[config.mk]
export PLATFORM = sky130hd
export DESIGN_NAME = compare_array_pwm
export DESIGN_NICKNAME = d
export VERILOG_FILES = /design/src/pkg/pwm_array_pkg.sv /design/src/hw/compare_array_pwm.sv /design/src/hw/phase_gate.sv /design/src/hw/pwm_timer.sv
export VERILOG_INCLUDE_DIRS = /design/src /design/src/pkg
export SDC_FILE = /design/constraint.sdc
export NUM_CORES = 1
export LEC_CHECK = 0
export ABC_AREA = 1
export ABC_CLOCK_PERIOD_IN_PS = 3200
export BUFFER_PORTS_ARGS = -buffer_cell sky130_fd_sc_hd__clkbuf_2
export CAP_MARGIN = 20
export CORE_ASPECT_RATIO = 2
export CORE_MARGIN = 5
export CORE_UTILIZATION = 62
export CTS_CLUSTER_DIAMETER = 50
export CTS_CLUSTER_SIZE = 40
export DETAILED_ROUTE_END_ITERATION = 8
export PLACE_DENSITY = 0.82
export SYNTH_ARGS = -nofsm -noshare
export SYNTH_HDL_FRONTEND = slang
export SYNTH_SLANG_ARGS = --single-unit
[constraint.sdc]
create_clock -name clk -period 3.2 [get_ports clk]
set_input_delay 0.64 -clock clk [delete_from_list [all_inputs] [get_ports clk]]
set_output_delay 0.64 -clock clk [all_outputs]
set_load 0.01 [all_outputs]
[src/pkg/pwm_array_defines.svh]
// named offsets, field positions, codes and reset values of the compare array pwm block
`ifndef PWM_ARRAY_DEFINES_SVH
`define PWM_ARRAY_DEFINES_SVH
`define OFS_CTRL 8'h00
`define OFS_TOP 8'h04
`define OFS_COUNT 8'h08
`define OFS_STATUS 8'h0c
`define CFG_PAGE 4'h1
`define VAL_PAGE 4'h2
`define WORD_ALIGN 2'b00
`define ADDR_LSB 1:0
`define ADDR_IDX 3:2
`define ADDR_PAGE 7:4
`define CTRL_RUN 0
`define CTRL_MODE 2:1
`define CTRL_CRS 3
`define CTRL_UDEN 4
`define CTRL_PHS 7:5
`define CTRL_PHASE_DIRECTION_BIT 8
`define CFG_SEL 0
`define CFG_ACT 3:2
`define CFG_POL 1
`define ST_TF 0
`define CM_EDGE 2'b01
`define CM_PFC 2'b10
`define CM_PC 2'b11
`define ACT_PWM 2'b10
`define PHS_OFF 3'h0
`define PHS_1OF2 3'h1
`define PHS_1OF3 3'h2
`define PHS_1OF4 3'h3
`define PHS_2OF4 3'h4
`define MASK_ALL 4'hf
`define RESP_OKAY 2'b00
`define RESP_SLVERR 2'b10
`define PIN_RESET 4'hf
`define TOP_RESET 16'hffff
`define ZERO16 16'h0000
`define ONE16 16'h0001
`endif

[src/pkg/pwm_array_pkg.sv]
// types of the compare array pwm block
package pwm_array_pkg;
	typedef enum logic [1:0] {
		SLOT0 = 2'b00,
		SLOT1 = 2'b01,
		SLOT2 = 2'b11,
		SLOT3 = 2'b10
	} slot_t;
	typedef struct packed {
		logic [15:0] count;
		logic down;
		logic [15:0] top_act;
	} timer_state_t;
	typedef struct packed {
		slot_t slot;
	} phase_state_t;
	typedef struct packed {
		logic awready;
		logic wready;
		logic aw_held;
		logic w_held;
		logic [7:0] aw_addr;
		logic [31:0] w_data;
		logic [3:0] w_strb;
		logic bvalid;
		logic [1:0] bresp;
		logic arready;
		logic rvalid;
		logic [31:0] rdata;
		logic [1:0] rresp;
		logic [8:0] ctrl;
		logic [15:0] top_buf;
		logic [3:0][3:0] cfg;
		logic [3:0][15:0] cmp_buf;
		logic [3:0][15:0] cmp_act;
		logic [3:0] pins;
		logic tf;
	} main_state_t;
endpackage
[src/hw/compare_array_pwm.sv]
// four-channel compare array pwm with axi4-lite registers
// Function
// RULE1 - channel is pwm when compare select is 1 and action field is 10x
// RULE2 - compare value is double-buffered, writes apply at the update point
// RULE3 - polarity selectable, inverting swaps set and clear actions
// RULE4 - resolution follows top, full 16-bit count and compare
// RULE5 - edge-aligned mode 01 counts zero to top then restarts at zero
// RULE6 - edge non-inverting: set on match, cleared at zero
// RULE7 - edge inverting: cleared on match, set at zero
// RULE8 - edge mode loads top and compare buffers only at top-to-zero overflow
// RULE9 - edge compare at or above top: low non-inverting, high inverting
// RULE10 - edge compare zero: high non-inverting, low inverting
// RULE11 - centre mode 1x counts up to top, one clock at top, then down
// RULE12 - centre non-inverting: low on up match, high on down match
// RULE13 - centre inverting: high on up match, low on down match
// RULE14 - centre mode loads top at underflow; compare update point set by variant
// RULE15 - centre compare at/above top: high non-inv; zero: low non-inv; inverted otherwise
// RULE16 - mode 10: compare load and overflow flag only at underflow
// RULE17 - mode 11: compare load and overflow flag at underflow and at top
// RULE18 - phase field selects normal, 1:2, 1:3, 1:4 or 2:4 alternation
// RULE19 - phase gating by one-hot shift; blocked channels act as compare equals top
// RULE20 - direction bit steps a-b-c-d or reversed, may change any time
// RULE21 - software changes phase field only while stopped, gated channels are pwm
// RULE22 - non-pwm channels ignore gating but keep slots; unused slots run normal
// RULE23 - all channel pins are 1 after reset
// RULE24 - phase shift advances at the start of every pwm period
//
// Local design decisions: the placing of the registers and the AXI4-Lite interface to the registers.
`timescale 1ns/100ps
`include "pwm_array_defines.svh"
module compare_array_pwm (
	input wire logic clk,
	input wire logic reset_n,
	input wire logic [7:0] awaddr,
	input wire logic awvalid,
	output logic awready,
	input wire logic [31:0] wdata,
	input wire logic [3:0] wstrb,
	input wire logic wvalid,
	output logic wready,
	output logic [1:0] bresp,
	output logic bvalid,
	input wire logic bready,
	input wire logic [7:0] araddr,
	input wire logic arvalid,
	output logic arready,
	output logic [31:0] rdata,
	output logic [1:0] rresp,
	output logic rvalid,
	input wire logic rready,
	output logic channel_a_pin,
	output logic channel_b_pin,
	output logic channel_c_pin,
	output logic channel_d_pin
);
	pwm_array_pkg::main_state_t s_r;
	pwm_array_pkg::main_state_t s_nxt;

	logic timer_go;
	logic [15:0] count;
	logic down;
	logic [15:0] top_active;
	logic wrap_evt;
	logic top_evt;
	logic bottom_evt;
	logic period_start;
	logic [3:0] enable_mask;

	// ----------------------------------------------------------------
	// helpers
	// ----------------------------------------------------------------
	function automatic logic is_pwm(input logic [3:0] cfg);
		is_pwm = cfg[`CFG_SEL] && (cfg[`CFG_ACT] == `ACT_PWM); // RULE1
	endfunction

	function automatic logic [31:0] merge(input logic [31:0] old, input logic [31:0] val,
		input logic [3:0] strb);
		logic [31:0] res;
		res = old;
		for (int b = 0; b < 4; b++) begin
			if (strb[b]) begin
				res[b*8 +: 8] = val[b*8 +: 8];
			end
		end
		merge = res;
	endfunction

	// a byte address inside a word is refused, so software never lands on a neighbour
	function automatic logic is_cfg(input logic [7:0] addr);
		is_cfg = (addr[`ADDR_LSB] == `WORD_ALIGN) && (addr[`ADDR_PAGE] == `CFG_PAGE);
	endfunction

	function automatic logic is_val(input logic [7:0] addr);
		is_val = (addr[`ADDR_LSB] == `WORD_ALIGN) && (addr[`ADDR_PAGE] == `VAL_PAGE);
	endfunction

	// word index inside a page picks the channel
	function automatic logic [1:0] chan_idx(input logic [7:0] addr);
		chan_idx = addr[`ADDR_IDX];
	endfunction

	// both dual-slope variants share the output rules, only the load points and the overflow flag points differ
	function automatic logic is_centre(input logic [1:0] mode);
		is_centre = (mode == `CM_PFC) || (mode == `CM_PC);
	endfunction

	function automatic logic reg_hit(input logic [7:0] addr);
		reg_hit = (addr == `OFS_CTRL) || (addr == `OFS_TOP) || (addr == `OFS_COUNT) ||
			(addr == `OFS_STATUS) || is_cfg(addr) || is_val(addr);
	endfunction

	// ----------------------------------------------------------------
	// timer and phase shift
	// ----------------------------------------------------------------
	// auto-reload with up/down disabled is the only timer setup that counts
	// count mode 00 leaves the timer frozen and the pins untouched
	assign timer_go = s_r.ctrl[`CTRL_RUN] && !s_r.ctrl[`CTRL_CRS] && !s_r.ctrl[`CTRL_UDEN];
	assign period_start = wrap_evt || bottom_evt; // RULE24

	pwm_timer u_timer (
		.clk(clk),
		.reset_n(reset_n),
		.run(timer_go),
		.count_mode(s_r.ctrl[`CTRL_MODE]),
		.top_buf(s_r.top_buf),
		.count(count),
		.down(down),
		.top_active(top_active),
		.wrap_evt(wrap_evt),
		.top_evt(top_evt),
		.bottom_evt(bottom_evt)
	);

	phase_gate u_phase (
		.clk(clk),
		.reset_n(reset_n),
		.run(timer_go),
		.phase_mode(s_r.ctrl[`CTRL_PHS]),
		.direction(s_r.ctrl[`CTRL_PHASE_DIRECTION_BIT]),
		.advance(period_start),
		.enable_mask(enable_mask)
	);

	// ----------------------------------------------------------------
	// next state
	// ----------------------------------------------------------------
	always_comb begin
		logic [31:0] wv;
		logic [1:0] widx;
		logic [1:0] ridx;
		logic load;
		logic inv;
		logic ceil;
		logic match;
		logic [15:0] cmp;
		wv = 32'h0000_0000;
		widx = chan_idx(s_r.aw_addr);
		ridx = chan_idx(araddr);
		load = 1'b0;
		inv = 1'b0;
		ceil = 1'b0;
		match = 1'b0;
		cmp = `ZERO16;
		s_nxt = s_r;

		// ----------------------------------------------------------------
		// write channel
		// ----------------------------------------------------------------
		// address and data are taken in either order
		if (awvalid && s_r.awready) begin
			s_nxt.aw_held = 1'b1;
			s_nxt.aw_addr = awaddr;
		end
		if (wvalid && s_r.wready) begin
			s_nxt.w_held = 1'b1;
			s_nxt.w_data = wdata;
			s_nxt.w_strb = wstrb;
		end
		if (s_r.bvalid && bready) begin
			s_nxt.bvalid = 1'b0;
		end
		if (s_r.aw_held && s_r.w_held && !s_r.bvalid) begin
			s_nxt.aw_held = 1'b0;
			s_nxt.w_held = 1'b0;
			s_nxt.bvalid = 1'b1;
			s_nxt.bresp = reg_hit(s_r.aw_addr) ? `RESP_OKAY : `RESP_SLVERR;
			// the count is read-only: a write to it answers okay and changes nothing
			if (s_r.aw_addr == `OFS_CTRL) begin
				wv = merge({23'h000000, s_r.ctrl}, s_r.w_data, s_r.w_strb);
				s_nxt.ctrl = wv[8:0];
			end else if (s_r.aw_addr == `OFS_TOP) begin
				wv = merge({16'h0000, s_r.top_buf}, s_r.w_data, s_r.w_strb);
				s_nxt.top_buf = wv[15:0];
			end else if (s_r.aw_addr == `OFS_STATUS) begin
				if (s_r.w_strb[0] && s_r.w_data[`ST_TF]) begin
					s_nxt.tf = 1'b0;
				end
			end else if (is_cfg(s_r.aw_addr)) begin
				wv = merge({28'h0000000, s_r.cfg[widx]}, s_r.w_data, s_r.w_strb);
				s_nxt.cfg[widx] = wv[3:0];
			end else if (is_val(s_r.aw_addr)) begin
				// software only reaches the buffer copy
				wv = merge({16'h0000, s_r.cmp_buf[widx]}, s_r.w_data, s_r.w_strb);
				s_nxt.cmp_buf[widx] = wv[15:0]; // RULE2
			end
		end
		s_nxt.awready = !s_nxt.aw_held && !s_nxt.bvalid;
		s_nxt.wready = !s_nxt.w_held && !s_nxt.bvalid;

		// ----------------------------------------------------------------
		// read channel
		// ----------------------------------------------------------------
		// one read in flight, data from a register
		if (s_r.rvalid && rready) begin
			s_nxt.rvalid = 1'b0;
		end
		if (arvalid && s_r.arready) begin
			s_nxt.rvalid = 1'b1;
			s_nxt.rresp = reg_hit(araddr) ? `RESP_OKAY : `RESP_SLVERR;
			s_nxt.rdata = 32'h0000_0000;
			if (araddr == `OFS_CTRL) begin
				s_nxt.rdata = {23'h000000, s_r.ctrl};
			end else if (araddr == `OFS_TOP) begin
				s_nxt.rdata = {16'h0000, s_r.top_buf};
			end else if (araddr == `OFS_COUNT) begin
				s_nxt.rdata = {15'h0000, down, count};
			end else if (araddr == `OFS_STATUS) begin
				s_nxt.rdata = {27'h0000000, s_r.pins, s_r.tf};
			end else if (is_cfg(araddr)) begin
				s_nxt.rdata = {28'h0000000, s_r.cfg[ridx]};
			end else if (is_val(araddr)) begin
				s_nxt.rdata = {16'h0000, s_r.cmp_buf[ridx]};
			end
		end
		s_nxt.arready = !s_nxt.rvalid;

		// ----------------------------------------------------------------
		// overflow flag
		// ----------------------------------------------------------------
		// a new event wins over a clear in the same cycle
		if (wrap_evt || bottom_evt) begin
			s_nxt.tf = 1'b1; // RULE16
		end
		if (top_evt && s_r.ctrl[`CTRL_MODE] == `CM_PC) begin
			s_nxt.tf = 1'b1; // RULE17
		end

		// ----------------------------------------------------------------
		// buffer transfer
		// ----------------------------------------------------------------
		// compare buffer transfer point depends on the counting variant
		if (!timer_go) begin
			// stopped: buffers pass through so a restart begins with fresh values
			load = 1'b1;
		end else if (s_r.ctrl[`CTRL_MODE] == `CM_EDGE) begin
			load = wrap_evt; // RULE8
		end else if (s_r.ctrl[`CTRL_MODE] == `CM_PFC) begin
			load = bottom_evt; // RULE14 RULE16
		end else if (s_r.ctrl[`CTRL_MODE] == `CM_PC) begin
			load = bottom_evt || top_evt; // RULE17
		end

		// ----------------------------------------------------------------
		// channel output stage
		// ----------------------------------------------------------------
		for (int i = 0; i < 4; i++) begin
			if (load) begin
				s_nxt.cmp_act[i] = s_r.cmp_buf[i]; // RULE2
			end
			cmp = s_r.cmp_act[i];
			inv = s_r.cfg[i][`CFG_POL]; // RULE3
			// a channel masked out by the phase shift behaves as if compare were top
			ceil = !enable_mask[i] || (cmp >= top_active); // RULE19 RULE4
			match = (count == cmp); // RULE4
			// non-pwm channels are untouched and keep their last level
			if (is_pwm(s_r.cfg[i]) && s_r.ctrl[`CTRL_MODE] == `CM_EDGE) begin // RULE22
				if (ceil) begin
					s_nxt.pins[i] = inv; // RULE9
				end else if (cmp == `ZERO16) begin
					s_nxt.pins[i] = !inv; // RULE10
				end else if (match) begin
					s_nxt.pins[i] = !inv; // RULE6 RULE7
				end else if (count == `ZERO16) begin
					s_nxt.pins[i] = inv; // RULE6 RULE7
				end
			end else if (is_pwm(s_r.cfg[i]) && is_centre(s_r.ctrl[`CTRL_MODE])) begin
				if (ceil) begin
					s_nxt.pins[i] = !inv; // RULE15
				end else if (cmp == `ZERO16) begin
					s_nxt.pins[i] = inv; // RULE15
				end else if (match && !down) begin
					s_nxt.pins[i] = inv; // RULE12 RULE13
				end else if (match && down) begin
					s_nxt.pins[i] = !inv; // RULE12 RULE13
				end
			end
		end
	end

	// ----------------------------------------------------------------
	// state register
	// ----------------------------------------------------------------
	always_ff @(posedge clk or negedge reset_n) begin
		if (!reset_n) begin
			s_r <= '{
				awready: 1'b1,
				wready: 1'b1,
				aw_held: 1'b0,
				w_held: 1'b0,
				aw_addr: 8'h00,
				w_data: 32'h0000_0000,
				w_strb: 4'h0,
				bvalid: 1'b0,
				bresp: `RESP_OKAY,
				arready: 1'b1,
				rvalid: 1'b0,
				rdata: 32'h0000_0000,
				rresp: `RESP_OKAY,
				ctrl: 9'h000,
				top_buf: `TOP_RESET,
				cfg: '0,
				cmp_buf: '0,
				cmp_act: '0,
				pins: `PIN_RESET, // RULE23
				tf: 1'b0
			};
		end else begin
			s_r <= s_nxt;
		end
	end

	// ----------------------------------------------------------------
	// outputs, all straight from the state register
	// ----------------------------------------------------------------
	assign awready = s_r.awready;
	assign wready = s_r.wready;
	assign bresp = s_r.bresp;
	assign bvalid = s_r.bvalid;
	assign arready = s_r.arready;
	assign rdata = s_r.rdata;
	assign rresp = s_r.rresp;
	assign rvalid = s_r.rvalid;
	assign channel_a_pin = s_r.pins[0];
	assign channel_b_pin = s_r.pins[1];
	assign channel_c_pin = s_r.pins[2];
	assign channel_d_pin = s_r.pins[3];
endmodule

[src/hw/phase_gate.sv]
// rotating channel enable for multi-phasic pwm
`timescale 1ns/100ps
`include "pwm_array_defines.svh"
module phase_gate (
	input wire logic clk,
	input wire logic reset_n,
	input wire logic run,
	input wire logic [2:0] phase_mode,
	input wire logic direction,
	input wire logic advance,
	output logic [3:0] enable_mask
);
	pwm_array_pkg::phase_state_t s_r;
	pwm_array_pkg::phase_state_t s_nxt;
	pwm_array_pkg::slot_t last;

	always_comb begin
		last = (phase_mode == `PHS_1OF3) ? pwm_array_pkg::SLOT2 :
			(phase_mode == `PHS_1OF4) ? pwm_array_pkg::SLOT3 : pwm_array_pkg::SLOT1;
		s_nxt = s_r;
		if (!run) begin
			s_nxt.slot = direction ? last : pwm_array_pkg::SLOT0;
		end else if (advance) begin
			// direction is read live, so it may change at any time
			unique case (s_r.slot)
				pwm_array_pkg::SLOT0: s_nxt.slot = direction ? last : pwm_array_pkg::SLOT1; // RULE20 RULE24
				pwm_array_pkg::SLOT1: s_nxt.slot = direction ? pwm_array_pkg::SLOT0 :
					((last == pwm_array_pkg::SLOT1) ? pwm_array_pkg::SLOT0 : pwm_array_pkg::SLOT2);
				pwm_array_pkg::SLOT2: s_nxt.slot = direction ? pwm_array_pkg::SLOT1 :
					((last == pwm_array_pkg::SLOT2) ? pwm_array_pkg::SLOT0 : pwm_array_pkg::SLOT3);
				pwm_array_pkg::SLOT3: s_nxt.slot = direction ? pwm_array_pkg::SLOT2 : pwm_array_pkg::SLOT0;
			endcase
		end
		// the mode is assumed stable while the timer runs
		case (phase_mode) // RULE18 RULE21
			`PHS_1OF2: enable_mask = {2'b11, s_r.slot == pwm_array_pkg::SLOT1, s_r.slot == pwm_array_pkg::SLOT0};
			`PHS_1OF3: enable_mask = {1'b1, s_r.slot == pwm_array_pkg::SLOT2, s_r.slot == pwm_array_pkg::SLOT1,
				s_r.slot == pwm_array_pkg::SLOT0}; // RULE22
			`PHS_1OF4: enable_mask = {s_r.slot == pwm_array_pkg::SLOT3, s_r.slot == pwm_array_pkg::SLOT2,
				s_r.slot == pwm_array_pkg::SLOT1, s_r.slot == pwm_array_pkg::SLOT0};
			`PHS_2OF4: enable_mask = {s_r.slot == pwm_array_pkg::SLOT1, s_r.slot == pwm_array_pkg::SLOT0,
				s_r.slot == pwm_array_pkg::SLOT1, s_r.slot == pwm_array_pkg::SLOT0};
			default: enable_mask = `MASK_ALL;
		endcase
	end

	always_ff @(posedge clk or negedge reset_n) begin
		if (!reset_n) begin
			s_r <= '{slot: pwm_array_pkg::SLOT0};
		end else begin
			s_r <= s_nxt;
		end
	end
endmodule

[src/hw/pwm_timer.sv]
// shared 16-bit timer with single-slope and dual-slope counting
`timescale 1ns/100ps
`include "pwm_array_defines.svh"
module pwm_timer (
	input wire logic clk,
	input wire logic reset_n,
	input wire logic run,
	input wire logic [1:0] count_mode,
	input wire logic [15:0] top_buf,
	output logic [15:0] count,
	output logic down,
	output logic [15:0] top_active,
	output logic wrap_evt,
	output logic top_evt,
	output logic bottom_evt
);
	pwm_array_pkg::timer_state_t s_r;
	pwm_array_pkg::timer_state_t s_nxt;

	always_comb begin
		wrap_evt = run && (count_mode == `CM_EDGE) && (s_r.count >= s_r.top_act);
		top_evt = run && count_mode[1] && !s_r.down && (s_r.count >= s_r.top_act);
		bottom_evt = run && count_mode[1] && s_r.down && (s_r.count == `ZERO16);
		s_nxt = s_r;
		if (!run) begin
			// stopped: top passes straight through so the first period uses it
			s_nxt.top_act = top_buf;
		end else if (count_mode == `CM_EDGE) begin
			if (wrap_evt) begin
				s_nxt.count = `ZERO16; // RULE5
				s_nxt.top_act = top_buf; // RULE8
			end else begin
				s_nxt.count = 16'(s_r.count + `ONE16); // RULE5
			end
		end else if (count_mode[1]) begin
			if (bottom_evt) begin
				s_nxt.down = 1'b0;
				s_nxt.count = 16'(s_r.count + `ONE16); // RULE11
				s_nxt.top_act = top_buf; // RULE14
			end else if (top_evt || s_r.down) begin
				// top is seen for one clock only, then the count turns down
				s_nxt.down = 1'b1; // RULE11
				s_nxt.count = 16'(s_r.count - `ONE16);
			end else begin
				s_nxt.count = 16'(s_r.count + `ONE16);
			end
		end
	end

	always_ff @(posedge clk or negedge reset_n) begin
		if (!reset_n) begin
			s_r <= '{count: `ZERO16, down: 1'b0, top_act: `TOP_RESET};
		end else begin
			s_r <= s_nxt;
		end
	end

	assign count = s_r.count;
	assign down = s_r.down;
	assign top_active = s_r.top_act;
endmodule

==> metrics, run 1 <==
status complete, no violations; clock sink total roughly 260; via count of the first global-routing pass ~15k; worst slew pin tran 1.01 ns; worst skew pair latency around 0.56 ns; first-pass GRT wire length approximately 83,000 um; final antenna-violating net count 0; overall power 18.2 mW; # diodes 0; path type of the worst min-delay path primary input to asynchronous set/reset pin; ys async rst share 100%; GRT overflow 0; CP Launch Type flop; placed cell areas ~0.017 mm2; Min Hold Slack roughly 0.048 ns; Reg2Reg Depth 12; CTS tree built; minimum clock period after layout slightly below 3 ns; HPWL Detailed roughly 40,000 um; post-place setup slack about 0.22 ns; Final Cell Area about 0.018 mm2; most frequent cells in the layout nand2_1 (656), inv_1 (290), dfrtp_1 (222), o21ai_0 (209), nor2_1 (148); EDFF count, synth 0; Iteration-0 DRC Markers 1,446; nature of the critical path endpoint flop; Synth Flop Type dfrtp_1; P&R area growth vs syn 9.06%; Leakage slightly below 9 nW; post-synth cell types 48; Worst slew margin between 30% and 40%; Setup Skew slightly below 0.03 ns; GP Congestion between 1 and 1.5; critical path data required time between 3 and 4 ns; Via density 5.96; DRC Markers 0; Syn Area/Cell approximately 7.3 um2; routed wire length per instance 20.3 um; YS warnings 0; fmax ~340 MHz; fin cells 2,638; fin nets 2,423; Starting Density 62.5%; die area 0.0299 mm2; Die X approximately 120 um; Synth Cell Area approximately 0.016 mm2; Ports approximately 100; PD cells 1020 mW/mm2; most common cell after layout, fill and taps aside nand2_1; Die H 240 um; CP Max Fanout 33; htree depth 1; Row Count 84; clk buf depth 3; total number of vias around 16k; initial antenna violation count 0; final core utilization between 60% and 70%; setup repair after global routing missed its margin false; largest net degree at the start of global routing 63; Tot GR Track Use 35.4%; final WL between 50,000 and 60,000 um; Fin Setup TNS 0 ns; cells after synthesis approximately 2.2k; Fin. Hold Viols 0; Seq cells post-synth between 200 and 300; Clock transition at path regs roughly 0.11 ns; dpl cells ~2.6k; maxcap violations 0; sequential fraction of the synthesis area between 40 and 50%; arrival time worst endpoint between 3 and 4 ns; worst setup margin ~0.25 ns; core area ~0.026 mm2; peak supply drop roughly 0.8 mV; Final Slew Violations 0; total CTS buffers 20; IO Port Bufs 68; Post-CTS Hold Buffers 0; share of cells above drive strength 1 roughly a tenth; critical path type flop to flop; Setup Viol. Count Final 0; final cycle utilization of the critical path between 90 and 100%; CTS root buf clkbuf_16; TritonRoute pass-1 iters 8
## state kept, by name, indices dropped and copies added (netlist names), 2 cells and up
name	cells
u_phase.s_r	2
u_timer.count	16
rdata	17
s_r	198
u_timer.top_active	16
## cell type report
class,count,area (um2)
Clock buffer,23,554
Fill cell,2240,8320
Tap cell,344,430
Clock inverter,12,213
Sequential cell,261,6580
Multi-Input combinational cell,1574,8070
Timing Repair Buffer,127,893
Inverter,297,1110
## metal layers
| metal | wire [um] | share of wire, % | vias up | global-route usage, % |
|---|---|---|---|---|
| li1 | - | - | 7290 | - |
| met1 | 18500 | 35 | 7401 | 39.5 |
| met2 | 25700 | 48 | 792 | 59.1 |
| met3 | 3870 | 7.2 | 251 | 4.73 |
| met4 | 5490 | 10 | 0 | 31.2 |
| met5 | 0 | 0 | - | 0 |
## report_power, final
group	total [mW]	switching (mW)	leakage [nW]	internal [mW]
Clock	2.87	1.49	0.366	1.38
Combinational	10.2	6.90	4.86	3.33
Sequential	5.08	0.913	3.43	4.17
## cells by family after synthesis
group / count (synthesis) / synth area share (%)
simple gates: 982 / 24.8
compound gates: 442 / 14.9
buf+inv: 412 / 11.0
flops: 261 / 40.2
fa+ha+maj: 83 / 6.34
xor+xnor: 50 / 2.68
other cells: 1 / 0.0229
## repair_timing
item,CTS,global route
setup buffers,0,2
setup endpoints to repair,0,16
hold endpoints to repair,0,0
resized for setup,0,2
## Yosys cell counts (14+ instances only)
master / count / area share [%]
o21ai_1: 68 / 2.1
xor2_1: 18 / 0.96
nor3_1: 19 / 0.58
clkbuf_1: 46 / 1.1
dfstp_2: 39 / 6.3
o21ai_0: 209 / 6.4
inv_1: 290 / 6.7
dfrtp_1: 222 / 34
nor2_1: 148 / 3.4
xnor2_1: 32 / 1.7
nand2_1: 657 / 15
a21oi_1: 68 / 2.1
o22ai_1: 33 / 1.3
nand3_1: 81 / 2.5
buf_4: 47 / 2.2
a22oi_1: 19 / 0.87
buf_2: 14 / 0.43
ha_1: 83 / 6.3
nor4_1: 14 / 0.54
nand4_1: 35 / 1.3
## worst paths after layout
kind                                        start  slack (ns)                     end
max                        u_timer.top_active[12]        0.25                 s_r[44]
min                                       reset_n        0.05       u_timer.count[10]
max reg2reg                u_timer.top_active[12]        0.25                 s_r[44]
min reg2reg                                rvalid        0.45                 arready
max in group asynchronous                 reset_n        2.30  u_timer.top_active[14]
min in group clk                        wdata[11]        0.28                s_r[228]
## critical path, cell delays in order (launching register included)
cell,delay [ns]
dfstp_2,0.56
inv_1,0.16
ha_1,0.33
nand4_1,0.12
nor3_1,0.44
nand2_1,0.10
nand2_1,0.12
nand2_1,0.25
o21ai_4,0.25
buf_12,0.16
buf_12,0.18
nand2_1,0.09
o21ai_1,0.08
No activity file was read; power rests on OpenSTA's default activity.
==> run 2: changes to the inputs <==
--- a/config.mk
+++ b/config.mk
@@ -16,7 +16,7 @@
 export CTS_CLUSTER_DIAMETER = 50
 export CTS_CLUSTER_SIZE = 40
 export DETAILED_ROUTE_END_ITERATION = 8
-export PLACE_DENSITY = 0.82
+export PLACE_DENSITY = 0.9
 export SYNTH_ARGS = -nofsm -noshare
 export SYNTH_HDL_FRONTEND = slang
 export SYNTH_SLANG_ARGS = --single-unit
==> run 2 against run 1 <==
Effect of this change: clock skew up 0.0092 ns; critical endpoint is now u_timer.count[12]; via count grew 1.2%; register-to-register slack about the same; clock power fell by 2%; die area unchanged; sequential cell count is the same; final cell count down 0.42%; hold slack better by 0.022 ns; utilization down 0.48 points; worst setup slack better by 0.0024 ns; critical path type unchanged.
==> metrics, run 2 (synthesis gave the netlist of run 1 again) <==
status complete, no violations; IO Port Bufs 68; CP dominant cell by count nand2_1; Leakage ~8.6 nW; final cycle utilization of the critical path between 90 and 100%; Fin. Hold Viols 0; HPWL Detailed around 40,000 um; final core utilization roughly 68%; DRC Markers 0; final antenna-violating net count 0; CTS tree built; Via density 6.06; critical path type flop to flop; TritonRoute pass-1 iters 6; overall power approximately 18 mW; PD cells slightly above 1000 mW/mm2; core area about 0.026 mm2; post-CTS setup buffers 0; most frequent cells in the layout nand2_1 (656), inv_1 (290), dfrtp_1 (222), o21ai_0 (209), nor2_1 (148); # fillers about 2.1k; fin cells about 2.6k; Post-CTS Hold Buffers 0; Ports between 100 and 150; Most flops, register s_r; initial antenna violation count 0; critical path data required time 3.60 ns; CP Launch Type flop; nature of the critical path endpoint flop; minimum clock period after layout between 2 and 3 ns; worst skew pair latency 0.55 ns; path type of the worst min-delay path primary input to asynchronous set/reset pin; Setup Skew between 0.03 and 0.04 ns; via count of the first global-routing pass about 16k; Fin Setup TNS 0 ns; worst slew pin tran approximately 0.9 ns; maxcap violations 0; Starting Density between 60% and 70%; GRT overflow 0; CP max stage delay about 0.54 ns; die area about 0.03 mm2; # diodes 0; share of cells above drive strength 1 under 10%; dpl cells around 2.6k; Tot GR Track Use 35.3%; htree depth 1; final WL approximately 53,000 um; Worst path slowest cell dfstp_2; Die X around 120 um; fin nets 2,413; first-pass GRT wire length around 83,000 um; total number of vias roughly 16k; Setup Viol. Count Final 0; fmax about 340 MHz; Iteration-0 DRC Markers approximately 1.8k; peak supply drop between 1 and 1.5 mV; clk buf depth 3; Final Slew Violations 0; clock sink total roughly 260; P&R area growth vs syn 8.29%; total CTS buffers 18; GP Congestion about 1; setup repair after global routing missed its margin false; CP Max Fanout 14; arrival time worst endpoint between 3 and 4 ns; CTS root buf clkbuf_16; max reg flops 198; Row Count 84; worst setup path start u_timer.top_active[15]; Clock transition at path regs 0.13 ns; sequence of cells on the critical path inv_1, ha_1, nand4_1, nor3_1, nand2_1, nand2_1, nand2_1, nand2_1, nand2_1, nand3b_1, a21oi_1; Worst slew margin 40.8%; most common cell after layout, fill and taps aside nand2_1; largest net degree at the start of global routing a little over 80; Die H 240 um; Worst R2R Start u_timer.top_active[15]; routed wire length per instance approximately 20 um
run 2: cell types whose count changed in the layout (fill, tap and decap cells not counted), sizes merged:
| cell | previous run | this run |
|---|---|---|
| buf | 60 | 52 |
| clkbuf | 90 | 88 |
| inv | 300 | 298 |
| clkinv | 9 | 10 |
run 2: worst paths after layout:
check,to,depth (start not counted),slack [ns]
setup reg to reg,u_timer.count[12],11,0.25
min in group clk,s_r[231],3,0.27
hold reg to reg,arready,1,0.45
max in group asynchronous,u_timer.top_active[5],2,2.22
hold / removal,s_r[227],1,0.07
setup / recovery,u_timer.count[12],11,0.25
run 2: repair_timing:
action | CTS | global route
endpoints found under the hold margin | 0 | 0
gates resized for setup | 0 | 1
setup endpoints to repair | 0 | 1
run 2: through the flow:
stage | hold slack, ns | cell area, um2 | worst slack, ns
after global placement | 0.408 | 17000 | 0.510
after floorplan | 0.344 | 16400 | 0.822
after global routing | 0.111 | 17700 | 0.0658
after CTS | 0.0882 | 17700 | 0.371
final | 0.0704 | 17700 | 0.253
after detailed placement | 0.445 | 17000 | 0.429
run 2: metal layers:
layer | wire length (um) | vias to the layer above | global-route usage [%]
met4 | 5430 | 0 | 29.3
met1 | 17600 | 7377 | 38.4
met5 | 0 | - | 0
met3 | 4220 | 308 | 4.53
li1 | - | 7276 | -
met2 | 26100 | 958 | 60.9
run 2: worst max-delay path: cells and delay by family (launching register included):
kind,cells,cell delay [ns]
AND/OR/NAND/NOR,8,1.66
flip-flops,1,0.54
adder cells (fa/ha/maj),1,0.37
buffers and inverters,1,0.14
AO/OA/AOI/OAI,1,0.10
run 2: power breakdown:
| group | switching (mW) | internal, mW |
|---|---|---|
| logic | 6.95 | 3.29 |
| clock network | 1.54 | 1.29 |
| registers | 0.896 | 4.17 |
| total | 9.39 | 8.74 |
run 2: layout make-up:
class | instances | area [um2] | area share [%]
timing repair buffer | 119 | 783 | 4.42
clock inverter | 11 | 265 | 1.50
inverter | 297 | 1110 | 6.29
sequential | 261 | 6580 | 37.1
tap | 344 | 430 | 2.43
multi-input combinational | 1574 | 8060 | 45.5
clock buffer | 21 | 493 | 2.78
